$ cat config.mk
export PLATFORM = sky130hd
export DESIGN_NAME = aec_event_ctrl
export DESIGN_NICKNAME = d
export VERILOG_FILES = /design/src/pkg/aec_pkg.sv /design/src/pkg/aec_tick_if.sv /design/src/rtl/aec_prescaler.sv /design/src/rtl/aec_event_ctrl.sv
export SDC_FILE = /design/constraint.sdc
export NUM_CORES = 1
export LEC_CHECK = 0
export BUFFER_PORTS_ARGS = -buffer_cell sky130_fd_sc_hd__buf_4
export CORE_ASPECT_RATIO = 1.5
export CORE_MARGIN = 4
export CORE_UTILIZATION = 40
export CTS_CLUSTER_SIZE = 25
export DETAILED_ROUTE_END_ITERATION = 12
export GPL_TIMING_DRIVEN = 0
export SYNTH_ARGS = -nofsm -noshare
export SYNTH_HDL_FRONTEND = slang
export SYNTH_SLANG_ARGS = --single-unit
$ cat constraint.sdc
create_clock -name CLK_SYS_I -period 2.3 [get_ports CLK_SYS_I]
set_input_delay 0.23 -clock CLK_SYS_I [delete_from_list [all_inputs] [get_ports CLK_SYS_I]]
set_output_delay 0.23 -clock CLK_SYS_I [all_outputs]
set_load 0.1 [all_outputs]
$ cat src/pkg/aec_pkg.sv
// Package of register map, field positions and reset values for the event counter control
// What this block does
// Gate pin edge: 00 fall, 01 rise, 10 both
// PWM enable off: pin gates; on: PWM gates
// Reserved bits read/write, reset to zero
// High clock select: pin, /2, /4, /8
// Low clock select: pin, /2, /4, /8
// PWM clock: /2../16, top set gives /32 or /64
// Control/status register resets to zero
// High overflow flag set on FF to 00
// Low overflow flag set on FF to 00
// Software writing one never sets flags
// Flag clears by read-one then write-zero
// Joined mode: high flag marks FFFF wrap
// Counters advance only while gate is high
// Mode 0 chains low into high counter
// Overflow beats simultaneous clear
package aec_pkg;
  // ----------------------------------------------------------------
  // Register offsets
  // ----------------------------------------------------------------
  localparam logic [3:0] OFS_EDGE_SEL   = 4'h0;
  localparam logic [3:0] OFS_CLK_CTL    = 4'h1;
  localparam logic [3:0] OFS_CTL_STAT   = 4'h2;
  localparam logic [3:0] OFS_HIGH_CNT   = 4'h3;
  localparam logic [3:0] OFS_LOW_CNT    = 4'h4;
  localparam logic [3:0] OFS_IRQ_STAT   = 4'h5;
  localparam logic [3:0] OFS_IRQ_MASK   = 4'h6;
  localparam logic [3:0] OFS_PWM_PERIOD = 4'h7;
  // ----------------------------------------------------------------
  // Reset values
  // ----------------------------------------------------------------
  localparam logic [7:0] RST_EDGE_SEL   = 8'h00;
  localparam logic [7:0] RST_CLK_CTL    = 8'h00;
  localparam logic [7:0] RST_CTL_STAT   = 8'h00;
  localparam logic [7:0] RST_PWM_PERIOD = 8'hFF;
  // ----------------------------------------------------------------
  // Field positions
  // ----------------------------------------------------------------
  localparam int GATE_EDGE_HI = 3;
  localparam int GATE_EDGE_LO = 2;
  localparam int PWM_EN_BIT   = 1;
  localparam int HCLK_HI      = 7;
  localparam int HCLK_LO      = 6;
  localparam int LCLK_HI      = 5;
  localparam int LCLK_LO      = 4;
  localparam int PWCK_HI      = 3;
  localparam int PWCK_LO      = 1;
  localparam int OVH_BIT      = 7;
  localparam int OVL_BIT      = 6;
  localparam int SPLIT_BIT    = 4;
  localparam int HIGH_COUNT_ENABLE_BIT     = 3;
  localparam int LOW_COUNT_ENABLE_BIT     = 2;
  localparam int HIGH_COUNTER_RESET_CTL_BIT     = 1;
  localparam int LOW_COUNTER_RESET_CTL_BIT     = 0;
  // Interrupt status bits
  localparam int IRQ_OVL      = 0;
  localparam int IRQ_OVH      = 1;
  localparam int IRQ_GATE     = 2;
  // Prescaler width: enough for divide by 64
  localparam int PRE_W        = 6;
  // ----------------------------------------------------------------
  // Edge codes
  // ----------------------------------------------------------------
  localparam logic [1:0] EDGE_FALL = 2'h0;
  localparam logic [1:0] EDGE_RISE = 2'h1;
  localparam logic [1:0] EDGE_BOTH = 2'h2;
endpackage : aec_pkg

$ cat src/pkg/aec_tick_if.sv
// Interface carrying prescaler ticks from the divider to the counter logic
`timescale 1ns/1ns
interface aec_tick_if;
  logic       div2;
  logic       div4;
  logic       div8;
  logic       div16;
  logic       div32;
  logic       div64;
  modport src (output div2, div4, div8, div16, div32, div64);
  modport dst (input  div2, div4, div8, div16, div32, div64);
endinterface : aec_tick_if

$ cat src/rtl/aec_prescaler.sv
// Free running prescaler producing one-cycle ticks at phi/2 to phi/64
`timescale 1ns/1ns
module aec_prescaler
  import aec_pkg::*;
(
  // Clock and reset
  input  wire logic CLK_SYS_I,
  input  wire logic RESET_N_I,
  // Ticks
  aec_tick_if.src   tick
);
  logic [PRE_W-1:0] pre;
  logic [PRE_W-1:0] next_pre;

  // ----------------------------------------------------------------
  // Counter
  // ----------------------------------------------------------------
  assign next_pre = pre + 6'h01;

  always_ff @(posedge CLK_SYS_I) begin
    if (!RESET_N_I) begin
      pre <= '0;
    end else begin
      pre <= next_pre;
    end
  end

  // A tick fires when the low bits are all ones, the cycle before they roll over to zero
  assign tick.div2  = (pre[0]   == 1'h1);
  assign tick.div4  = (pre[1:0] == 2'h3);
  assign tick.div8  = (pre[2:0] == 3'h7);
  assign tick.div16 = (pre[3:0] == 4'hF);
  assign tick.div32 = (pre[4:0] == 5'h1F);
  assign tick.div64 = (pre[5:0] == 6'h3F);
endmodule : aec_prescaler

$ cat src/rtl/aec_event_ctrl.sv
// Event counter control, status flags, gating and register port
`timescale 1ns/1ns
module aec_event_ctrl
  import aec_pkg::*;
(
  // Clock and reset
  input  wire logic       CLK_SYS_I,
  input  wire logic       RESET_N_I,
  // Register port
  input  wire logic [3:0] REG_ADDR_I,
  input  wire logic [7:0] REG_WDATA_I,
  input  wire logic       REG_WR_I,
  input  wire logic       REG_RD_I,
  output logic      [7:0] REG_RDATA_O,
  // Event pins
  input  wire logic       EVENT_GATE_IRQ_PIN_I,
  input  wire logic       HIGH_EVENT_PIN_I,
  input  wire logic       LOW_EVENT_PIN_I,
  // Status outputs
  output logic            PWM_GATE_SIGNAL_O,
  output logic            COUNT_GATE_O,
  output logic            IRQ_O
);
  // ----------------------------------------------------------------
  // Declarations
  // ----------------------------------------------------------------
  aec_tick_if tick ();

  logic [7:0] input_edge_select;
  logic [7:0] counter_clock_control;
  logic [7:0] counter_control_status;
  logic [7:0] pwm_period;
  logic [7:0] high_event_counter;
  logic [7:0] low_event_counter;
  logic [2:0] irq_stat;
  logic [2:0] irq_mask;
  logic [7:0] pwm_cnt;
  logic       pwm_gate_signal;
  logic [2:0] gate_sync;
  logic [2:0] hpin_sync;
  logic [2:0] lpin_sync;
  logic       gate_lvl;
  logic       hpin_lvl;
  logic       lpin_lvl;
  logic       ovh_armed;
  logic       ovl_armed;
  logic       gate_edge;
  logic       count_gate;
  logic       pwm_tick;
  logic       low_src;
  logic       high_src;
  logic       low_inc;
  logic       high_inc;
  logic       low_wrap;
  logic       high_wrap;
  logic       wr_cs;
  logic       ovh_clr;
  logic       ovl_clr;
  logic [7:0] next_rdata;

  // ----------------------------------------------------------------
  // Helpers
  // ----------------------------------------------------------------
  function automatic logic edge_hit(input logic [1:0] code, input logic prev,
                                    input logic cur);
    case (code)
      EDGE_FALL: edge_hit = prev & ~cur;
      EDGE_RISE: edge_hit = ~prev & cur;
      EDGE_BOTH: edge_hit = prev ^ cur;
      default:   edge_hit = 1'b0;
    endcase
  endfunction : edge_hit

  // Pin edge uses same coding; sel 00 means the pin, others the prescaler
  function automatic logic clk_src(input logic [1:0] sel, input logic pin_ev);
    case (sel)
      2'h0:    clk_src = pin_ev;
      2'h1:    clk_src = tick.div2;
      2'h2:    clk_src = tick.div4;
      default: clk_src = tick.div8;
    endcase
  endfunction : clk_src

  aec_prescaler u_pre (
    .CLK_SYS_I (CLK_SYS_I),
    .RESET_N_I (RESET_N_I),
    .tick      (tick)
  );

  // ----------------------------------------------------------------
  // Pin synchronisers, stage 0 read only by stage 1
  // ----------------------------------------------------------------
  always_ff @(posedge CLK_SYS_I) begin
    if (!RESET_N_I) begin
      gate_sync <= '0;
      hpin_sync <= '0;
      lpin_sync <= '0;
      gate_lvl  <= 1'b0;
      hpin_lvl  <= 1'b0;
      lpin_lvl  <= 1'b0;
    end else begin
      gate_sync <= {gate_sync[1:0], EVENT_GATE_IRQ_PIN_I};
      hpin_sync <= {hpin_sync[1:0], HIGH_EVENT_PIN_I};
      lpin_sync <= {lpin_sync[1:0], LOW_EVENT_PIN_I};
      if (gate_sync[1] == gate_sync[2]) begin
        gate_lvl <= gate_sync[2];
      end
      if (hpin_sync[1] == hpin_sync[2]) begin
        hpin_lvl <= hpin_sync[2];
      end
      if (lpin_sync[1] == lpin_sync[2]) begin
        lpin_lvl <= lpin_sync[2];
      end
    end
  end

  assign gate_edge = (gate_sync[1] == gate_sync[2]) &&
                     edge_hit(input_edge_select[GATE_EDGE_HI:GATE_EDGE_LO],
                              gate_lvl, gate_sync[2]);

  // ----------------------------------------------------------------
  // PWM gate: square wave over period, clocked by selected tick
  // ----------------------------------------------------------------
  always_comb begin
    if (counter_clock_control[PWCK_HI]) begin
      pwm_tick = counter_clock_control[PWCK_LO] ? tick.div64 : tick.div32;
    end else begin
      case (counter_clock_control[PWCK_HI-1:PWCK_LO])
        2'h0:    pwm_tick = tick.div2;
        2'h1:    pwm_tick = tick.div4;
        2'h2:    pwm_tick = tick.div8;
        default: pwm_tick = tick.div16;
      endcase
    end
  end

  always_ff @(posedge CLK_SYS_I) begin
    if (!RESET_N_I) begin
      pwm_cnt         <= '0;
      pwm_gate_signal <= 1'b0;
    end else if (!input_edge_select[PWM_EN_BIT]) begin
      pwm_cnt         <= '0;
      pwm_gate_signal <= 1'b0;
    end else if (pwm_tick) begin
      pwm_cnt         <= (pwm_cnt >= pwm_period) ? 8'h00 : pwm_cnt + 8'h01;
      pwm_gate_signal <= (pwm_cnt < {1'b0, pwm_period[7:1]});
    end
  end

  // Pin selected as gate only while PWM is off
  assign count_gate = input_edge_select[PWM_EN_BIT] ? pwm_gate_signal : gate_lvl;

  // ----------------------------------------------------------------
  // Counters
  // ----------------------------------------------------------------
  assign low_src  = clk_src(counter_clock_control[LCLK_HI:LCLK_LO],
                    edge_hit(input_edge_select[5:4], lpin_lvl, lpin_sync[2]) &&
                    (lpin_sync[1] == lpin_sync[2]));
  assign low_inc  = count_gate && low_src && counter_control_status[LOW_COUNT_ENABLE_BIT]
                    && counter_control_status[LOW_COUNTER_RESET_CTL_BIT];
  assign low_wrap = low_inc && (low_event_counter == 8'hFF);
  assign high_src = counter_control_status[SPLIT_BIT]
                  ? clk_src(counter_clock_control[HCLK_HI:HCLK_LO],
                    edge_hit(input_edge_select[7:6], hpin_lvl, hpin_sync[2]) &&
                    (hpin_sync[1] == hpin_sync[2]))
                  : low_wrap;
  assign high_inc = (count_gate || !counter_control_status[SPLIT_BIT]) && high_src
                    && counter_control_status[HIGH_COUNT_ENABLE_BIT]
                    && counter_control_status[HIGH_COUNTER_RESET_CTL_BIT];
  assign high_wrap = high_inc && (high_event_counter == 8'hFF);

  always_ff @(posedge CLK_SYS_I) begin
    if (!RESET_N_I) begin
      low_event_counter  <= '0;
      high_event_counter <= '0;
    end else begin
      if (!counter_control_status[LOW_COUNTER_RESET_CTL_BIT]) begin
        low_event_counter <= '0;
      end else if (low_inc) begin
        low_event_counter <= low_event_counter + 8'h01;
      end
      if (!counter_control_status[HIGH_COUNTER_RESET_CTL_BIT]) begin
        high_event_counter <= '0;
      end else if (high_inc) begin
        high_event_counter <= high_event_counter + 8'h01;
      end
    end
  end

  // ----------------------------------------------------------------
  // Registers
  // ----------------------------------------------------------------
  assign wr_cs   = REG_WR_I && (REG_ADDR_I == OFS_CTL_STAT);
  assign ovh_clr = wr_cs && ovh_armed && !REG_WDATA_I[OVH_BIT];
  assign ovl_clr = wr_cs && ovl_armed && !REG_WDATA_I[OVL_BIT];

  always_ff @(posedge CLK_SYS_I) begin
    if (!RESET_N_I) begin
      input_edge_select     <= RST_EDGE_SEL;
      counter_clock_control <= RST_CLK_CTL;
      pwm_period            <= RST_PWM_PERIOD;
      irq_mask              <= '0;
    end else if (REG_WR_I) begin
      case (REG_ADDR_I)
        OFS_EDGE_SEL:   input_edge_select     <= REG_WDATA_I;
        OFS_CLK_CTL:    counter_clock_control <= REG_WDATA_I;
        OFS_PWM_PERIOD: pwm_period            <= REG_WDATA_I;
        OFS_IRQ_MASK:   irq_mask              <= REG_WDATA_I[2:0];
        default: ;
      endcase
    end
  end

  // Control bits plainly written; flags only cleared, never set by software
  always_ff @(posedge CLK_SYS_I) begin
    if (!RESET_N_I) begin
      counter_control_status <= RST_CTL_STAT;
    end else begin
      if (wr_cs) begin
        counter_control_status[5:0] <= REG_WDATA_I[5:0];
      end
      counter_control_status[OVH_BIT] <= high_wrap |
        (counter_control_status[OVH_BIT] & ~ovh_clr);
      counter_control_status[OVL_BIT] <= low_wrap |
        (counter_control_status[OVL_BIT] & ~ovl_clr);
    end
  end

  // Arming remembers a read that saw the flag at one
  always_ff @(posedge CLK_SYS_I) begin
    if (!RESET_N_I) begin
      ovh_armed <= 1'b0;
      ovl_armed <= 1'b0;
    end else if (REG_RD_I && (REG_ADDR_I == OFS_CTL_STAT)) begin
      ovh_armed <= counter_control_status[OVH_BIT];
      ovl_armed <= counter_control_status[OVL_BIT];
    end else begin
      if (ovh_clr || !counter_control_status[OVH_BIT]) begin
        ovh_armed <= 1'b0;
      end
      if (ovl_clr || !counter_control_status[OVL_BIT]) begin
        ovl_armed <= 1'b0;
      end
    end
  end

  // ----------------------------------------------------------------
  // Interrupts: set wins over write-one clear
  // ----------------------------------------------------------------
  always_ff @(posedge CLK_SYS_I) begin
    if (!RESET_N_I) begin
      irq_stat <= '0;
    end else begin
      irq_stat[IRQ_OVL]  <= low_wrap | (irq_stat[IRQ_OVL] &
        ~(REG_WR_I && REG_ADDR_I == OFS_IRQ_STAT && REG_WDATA_I[IRQ_OVL]));
      irq_stat[IRQ_OVH]  <= high_wrap | (irq_stat[IRQ_OVH] &
        ~(REG_WR_I && REG_ADDR_I == OFS_IRQ_STAT && REG_WDATA_I[IRQ_OVH]));
      irq_stat[IRQ_GATE] <= (gate_edge && !input_edge_select[PWM_EN_BIT]) |
        (irq_stat[IRQ_GATE] &
        ~(REG_WR_I && REG_ADDR_I == OFS_IRQ_STAT && REG_WDATA_I[IRQ_GATE]));
    end
  end

  // ----------------------------------------------------------------
  // Read data and outputs
  // ----------------------------------------------------------------
  always_comb begin
    case (REG_ADDR_I)
      OFS_EDGE_SEL:   next_rdata = input_edge_select;
      OFS_CLK_CTL:    next_rdata = counter_clock_control;
      OFS_CTL_STAT:   next_rdata = counter_control_status;
      OFS_HIGH_CNT:   next_rdata = high_event_counter;
      OFS_LOW_CNT:    next_rdata = low_event_counter;
      OFS_IRQ_STAT:   next_rdata = {5'h00, irq_stat};
      OFS_IRQ_MASK:   next_rdata = {5'h00, irq_mask};
      OFS_PWM_PERIOD: next_rdata = pwm_period;
      default:        next_rdata = 8'h00;
    endcase
  end

  always_ff @(posedge CLK_SYS_I) begin
    if (!RESET_N_I) begin
      REG_RDATA_O       <= 8'h00;
      PWM_GATE_SIGNAL_O <= 1'b0;
      COUNT_GATE_O      <= 1'b0;
      IRQ_O             <= 1'b0;
    end else begin
      REG_RDATA_O       <= REG_RD_I ? next_rdata : 8'h00;
      PWM_GATE_SIGNAL_O <= pwm_gate_signal;
      COUNT_GATE_O      <= count_gate;
      IRQ_O             <= |(irq_stat & irq_mask);
    end
  end
endmodule : aec_event_ctrl

==> results of run 1 <==
path summary, 6_finish.rpt:
check | start | endpoint | slack [ps] | cells past startpoint
worst min-delay path | HIGH_EVENT_PIN_I | hpin_sync[0] | 90 | 2
worst max register to register | u_pre.pre[0] | low_event_counter[6] | 170 | 8
worst max-delay path | u_pre.pre[0] | low_event_counter[6] | 170 | 8
worst min register to register | lpin_sync[0] | lpin_sync[1] | 430 | 1
metrics by stage:
step	worst slack (ps)	util, %	TNS (ps)
after floorplan	243	-	0
after global placement	-247	44.6	-926
after detailed placement	-274	44.6	-1350
after CTS	35.4	47.5	0
after global routing	12.1	47.6	0
final	175	47.6	0
routing by layer:
layer / up-vias / routed length [um]
met4: 0 / 482
met2: 91 / 6460
li1: 1969 / -
met3: 39 / 433
met5: - / 0
met1: 1871 / 5100
cells in the mapped netlist (3+ instances only):
cell type | instances | area share, %
dfxtp_1 | 94 | 40
nand2_1 | 61 | 4.8
mux2i_1 | 32 | 6.8
nand3_1 | 28 | 3.0
ha_1 | 26 | 6.9
nor2b_1 | 25 | 3.3
nor2_1 | 24 | 1.9
o21ai_0 | 24 | 2.5
and2_1 | 20 | 2.6
inv_1 | 19 | 1.5
a21boi_0 | 16 | 2.5
clkbuf_1 | 16 | 1.3
a21oi_1 | 14 | 1.5
xor2_1 | 14 | 2.6
nor3_1 | 12 | 1.3
o211ai_1 | 9 | 1.4
a22o_1 | 6 | 1.1
and3_1 | 6 | 0.79
buf_2 | 6 | 0.63
nand4_1 | 6 | 0.79
a211oi_1 | 5 | 0.79
mux2_2 | 5 | 1.2
nand2b_1 | 5 | 0.66
o21a_1 | 5 | 0.79
a222oi_1 | 4 | 0.85
xnor2_1 | 4 | 0.74
a2111o_1 | 3 | 0.71
a22oi_1 | 3 | 0.48
nor3b_1 | 3 | 0.48
sequential cells by signal (all words and copies together) (netlist names), 3 cells and up:
register	count
irq_mask	3
hpin_sync	3
input_edge_select	8
REG_RDATA_O	8
gate_sync	3
high_event_counter	8
u_pre.pre	6
pwm_cnt	8
counter_control_status	8
low_event_counter	8
pwm_period	8
lpin_sync	3
counter_clock_control	8
irq_stat	3
what timing repair did:
item                                    CTS  global route
endpoints found under the setup margin   14            17
setup buffers                             2             1
gates resized for setup                   2             4
pin swaps                                 1             1
cloned                                    0             0
worst max-delay path, stage by stage, from the launching register on:
cell	delay [ps]
dfxtp_2	400
ha_2	240
ha_1	240
mux2i_1	140
a211oi_4	280
buf_4	170
nand4_1	120
or3_1	330
a21oi_1	130
cells by family after synthesis:
kind of cell	Yosys count
adders and majority gates	26
DFF	94
AOI/OAI and AO/OA	108
xor gates and xnor gates	18
and+or+nand+nor	200
muxes	38
buffers and inverters	44
cell type report:
type | count | share of cell area [%]
multi-input combinational | 390 | 48.9
sequential | 94 | 34.3
clock buffer | 14 | 5.00
timing repair buffer | 32 | 4.38
tap | 150 | 3.42
buffer | 24 | 1.92
inverter | 19 | 1.30
clock inverter | 2 | 0.707
power by group:
group / switching [W] / internal (W)
clock: 0.000617 / 0.000935
sequential: 0.0000188 / 0.00165
combinational: 0.000135 / 0.0000843
==> impl_metrics.env, run 1 <==
export IMPL_synthToLayoutAreaGrowth_pct=15.8
export IMPL_cp_arrival_ps=2400
export IMPL_p_per_area_nw_per_um2=627
export IMPL_ir_worst_vdd_v=0.000305
export IMPL_critPathRequiredTime_ps=2580
export IMPL_use_met2_pct=33.9
export IMPL_cts_buffers=9
export IMPL_drive_gt1_share_pct=12.2
export IMPL_dieArea_um2=13700
export IMPL_drc_errors=0
export IMPL_drtIter0Drc=218
export IMPL_synth_avg_cell_area_um2=8.97
export IMPL_multi_input_area_um2=2680
export IMPL_grt_pass1_vias=3931
export IMPL_h_tree_depth=3
export IMPL_hold_viol=0
export IMPL_final_area_um2=5480
export IMPL_dp_hpwl_mm=9.76
export IMPL_finalHoldWorstSlack_ps=94.5
export IMPL_clockBufferDepth=2
export IMPL_grtUsageMet3_pct=3.34
export IMPL_grt_max_degree=15
export IMPL_clkLatencyLatePin_ps=340
export IMPL_die_x_um=96.8
export IMPL_fin_crit_ps=2130
export IMPL_final_common_cell="dfxtp_1"
export IMPL_floorplan_initialDensity_pct=41.1
export IMPL_num_fill_cells=1159
export IMPL_power_w=0.00344
export IMPL_num_vias=3970
export IMPL_ys_warn_count=0
export IMPL_final_cell_mix="dfxtp_1, nand2_1, mux2i_1, buf_4, nand3_1"
export IMPL_fin_cells=725
export IMPL_slew_violations=0
export IMPL_ys_flop_type="dfxtp_1"
export IMPL_fp_row_count=48
export IMPL_status="completed"
export IMPL_cts_tree="yes"
export IMPL_drt_pass1_iterations=5
export IMPL_ctsHoldBuffers=0
export IMPL_clk_pin_slew_ps=70
export IMPL_cp_start_kind="flip-flop"
export IMPL_maxSlewHeadroom_pct=55.4
export IMPL_routed_wl_mm=12.5
export IMPL_synth_compound_area_share_pct=16.3
export IMPL_synth_top_family_by_area="simple AND/OR/NAND/NOR gates"
export IMPL_port_buffers=29
export IMPL_track_usage_pct=18.9
export IMPL_use_met1_pct=21.8
export IMPL_gp_congestion=0.870
export IMPL_synth_xor_area_share_pct=3.33
export IMPL_drv_cap=0
export IMPL_hp_class="input port to flip-flop"
export IMPL_grt_pass1_wl_mm=20.6
export IMPL_antenna_found_initial=0
export IMPL_root_buffer="clkbuf_16"
export IMPL_tightestPinTransition_ps=668
export IMPL_period_share_pct=92.4
export IMPL_max_freq_mhz=471
export IMPL_syn_cell_area_um2=4740
export IMPL_regArea_um2=1880
export IMPL_crit_type="flip-flop to flip-flop"
export IMPL_busiest_layer="met2"
export IMPL_syn_nets=573
export IMPL_synth_fa_ha_area_share_pct=6.87
export IMPL_place_inst=707
export IMPL_vias_per_cell=5.48
export IMPL_place_area_um2=5140
export IMPL_path_max_fanout=6
export IMPL_wl_per_cell_um=17.2
export IMPL_core_area_um2=11500
export IMPL_fin_worst_skew_ps=9.32
export IMPL_seq_area_frac_synth_pct=39.7
export IMPL_cts_sinks=94
export IMPL_p_leak_nw=2.18
export IMPL_synth_seq_cells=94
export IMPL_syn_inst=528
export IMPL_critPathCaptureType="flip-flop"
export IMPL_synth_edff_count=0
export IMPL_async_flop_share_pct=0
export IMPL_finalNetCount=615
export IMPL_rsz0062_at_grt="false"
export IMPL_finalSetupViolations=0
export IMPL_io_pins=30
export IMPL_antenna_cells=0
export IMPL_ys_types=56
export IMPL_muxShareOfSynthArea_pct=8.43
export IMPL_synthSimpleGateAreaFrac_pct=21.5
export IMPL_antenna_left=0
export IMPL_die_height_um=141
export IMPL_gr_total_overflow=0
Power figures use the tool's default switching activity.
==> run 2: changes to the inputs <==
- BUFFER_PORTS_ARGS: -buffer_cell sky130_fd_sc_hd__buf_4 -> unset
- DONT_BUFFER_PORTS: unset -> 1
==> run 2 against run 1 <==
Net effect: worst setup slack got worse by 47 ps; largest cell class unchanged; non-clock buffer count fell by 28; power fell by 5.7%; register-to-register slack got worse by 50 ps; via count fell by 2.8%; global-route usage rose by 0.073 points; clock power fell by 9.7%; sequential power barely moved; combinational power fell by 26%; final cell count fell by 3.9%; worst hold slack got worse by 89 ps; sequential share of layout area rose by 1.6 points.
==> impl_metrics.env, run 2 (synthesized netlist as in run 1, its figures left out) <==
export IMPL_clockPowerShare_pct=43.2
export IMPL_dieArea_um2=13700
export IMPL_h_tree_depth=3
export IMPL_finalNetCount=587
export IMPL_io_pins=30
export IMPL_final_common_cell="dfxtp_1"
export IMPL_antenna_left=0
export IMPL_cts_tree="yes"
export IMPL_swShare_pct=24.6
export IMPL_slew_violations=0
export IMPL_drtIter0Drc=221
export IMPL_die_x_um=96.8
export IMPL_drive_gt1_share_pct=7.86
export IMPL_hold_viol=0
export IMPL_maxSlewHeadroom_pct=37.2
export IMPL_cts_buffers=9
export IMPL_fin_cells=697
export IMPL_dp_hpwl_mm=9.83
export IMPL_floorplan_initialDensity_pct=41.1
export IMPL_max_freq_mhz=460
export IMPL_fin_worst_skew_ps=8.09
export IMPL_finalHoldWorstSlack_ps=5.75
export IMPL_ir_worst_vdd_v=0.000369
export IMPL_p_int_w=0.00245
export IMPL_p_switching_w=0.000796
export IMPL_critPathRequiredTime_ps=2580
export IMPL_fin_crit_ps=2170
export IMPL_clkLatencyLatePin_ps=350
export IMPL_synthToLayoutAreaGrowth_pct=10.8
export IMPL_drt_pass1_iterations=5
export IMPL_p_leak_nw=2.00
export IMPL_critPathCaptureType="flip-flop"
export IMPL_port_buffers=0
export IMPL_path_max_fanout=6
export IMPL_p_per_area_nw_per_um2=618
export IMPL_place_inst=678
export IMPL_drc_errors=0
export IMPL_antenna_cells=0
export IMPL_grt_max_degree=17
export IMPL_tightestPinTransition_ps=941
export IMPL_die_height_um=141
export IMPL_vias_per_cell=5.54
export IMPL_status="completed"
export IMPL_hp_class="input port to flip-flop"
export IMPL_cp_start_kind="flip-flop"
export IMPL_rsz0062_at_grt="false"
export IMPL_gr_total_overflow=0
export IMPL_fp_row_count=48
export IMPL_antenna_found_initial=0
export IMPL_track_usage_pct=19.0
export IMPL_grt_pass1_wl_mm=20.4
export IMPL_clk_pin_slew_ps=60
export IMPL_finalSetupViolations=0
export IMPL_num_vias=3858
export IMPL_gp_congestion=0.910
export IMPL_cp_arrival_ps=2450
export IMPL_wl_per_cell_um=18.2
export IMPL_routed_wl_mm=12.7
export IMPL_cts_sinks=94
export IMPL_period_share_pct=94.4
export IMPL_pwr_share_comb_pct=5.0
export IMPL_p_seq_share_pct=51.8
export IMPL_clockBufferDepth=2
export IMPL_core_area_um2=11500
export IMPL_root_buffer="clkbuf_16"
export IMPL_drv_cap=0
export IMPL_crit_type="flip-flop to flip-flop"
export IMPL_final_cell_mix="dfxtp_1, nand2_1, mux2i_1, nand3_1"
export IMPL_grt_pass1_vias=3903
[run 2: cell types whose count changed in the layout (fill, tap and decap cells not counted)]
cell	before	now
bufinv_16	1	0
clkbuf_1	17	15
clkinvlp_4	0	5
mux2i_2	0	1
mux2i_1	32	31
clkbuf_8	3	0
buf_4	32	2
dlygate4sd3_1	0	2
clkinv_2	0	1
[run 2: metrics by stage]
step	setup WS, ps	util [%]	TNS [ps]	instance area [um2]	total power, W
floorplan	243	-	0	4740	0.00183
global placement	-257	42.7	-1020	4920	0.00187
detailed placement	-288	42.7	-1400	4920	0.00187
CTS	8.52	45.4	0	5240	0.00327
global route	1.31	45.5	0	5250	0.00335
finish	128	45.5	0	5250	0.00324
[run 2: area by class of cell]
class / count / area (um2)
Buffer: 24 / 105
Clock buffer: 9 / 225
Clock inverter: 7 / 51.3
Fill cell: 1170 / 6280
Inverter: 19 / 71.3
Multi-Input combinational cell: 390 / 2690
Sequential cell: 94 / 1880
Tap cell: 150 / 188
Timing Repair Buffer: 4 / 35.0
[run 2: metal layers]
metal  GRT usage (%)  part of all wire, %
met1            20.4                   40
met4            9.62                  3.4
met2            35.3                   53
met5               0                    0
met3            3.44                  3.6
[run 2: power groups by stage]
stage,clock network [W],logic [W],registers [W]
floorplan,0,0.000117,0.00171
finish,0.00140,0.000161,0.00168
global route,0.00149,0.000177,0.00168
global placement,0,0.000155,0.00172
detailed placement,0,0.000158,0.00172
CTS,0.00143,0.000162,0.00168
[run 2: critical path: stages, from the launching register on]
cell and delay [ps]:
dfxtp_2 390, ha_2 240, ha_1 240, mux2i_1 150, a211oi_4 270, buf_4 170, nand4_1 160, or3_1 340
a21oi_1 140
[run 2: final timing paths]
| check | depth (start not counted) | slack [ps] | startpoint | end |
|---|---|---|---|---|
| max | 8 | 130 | u_pre.pre[0] | low_event_counter[6] |
| min | 1 | 6 | EVENT_GATE_IRQ_PIN_I | gate_sync[0] |
| max reg2reg | 8 | 130 | u_pre.pre[0] | low_event_counter[6] |
| min reg2reg | 1 | 430 | hpin_sync[0] | hpin_sync[1] |
[run 2: repair_timing]
action                                  4_1_cts  5_1_grt
gates resized for setup                       1        6
hold endpoints to repair                      3        0
endpoints found under the setup margin       11       20
pin swaps                                     1        1
hold buffers                                  2        0
buffers inserted                              2        0
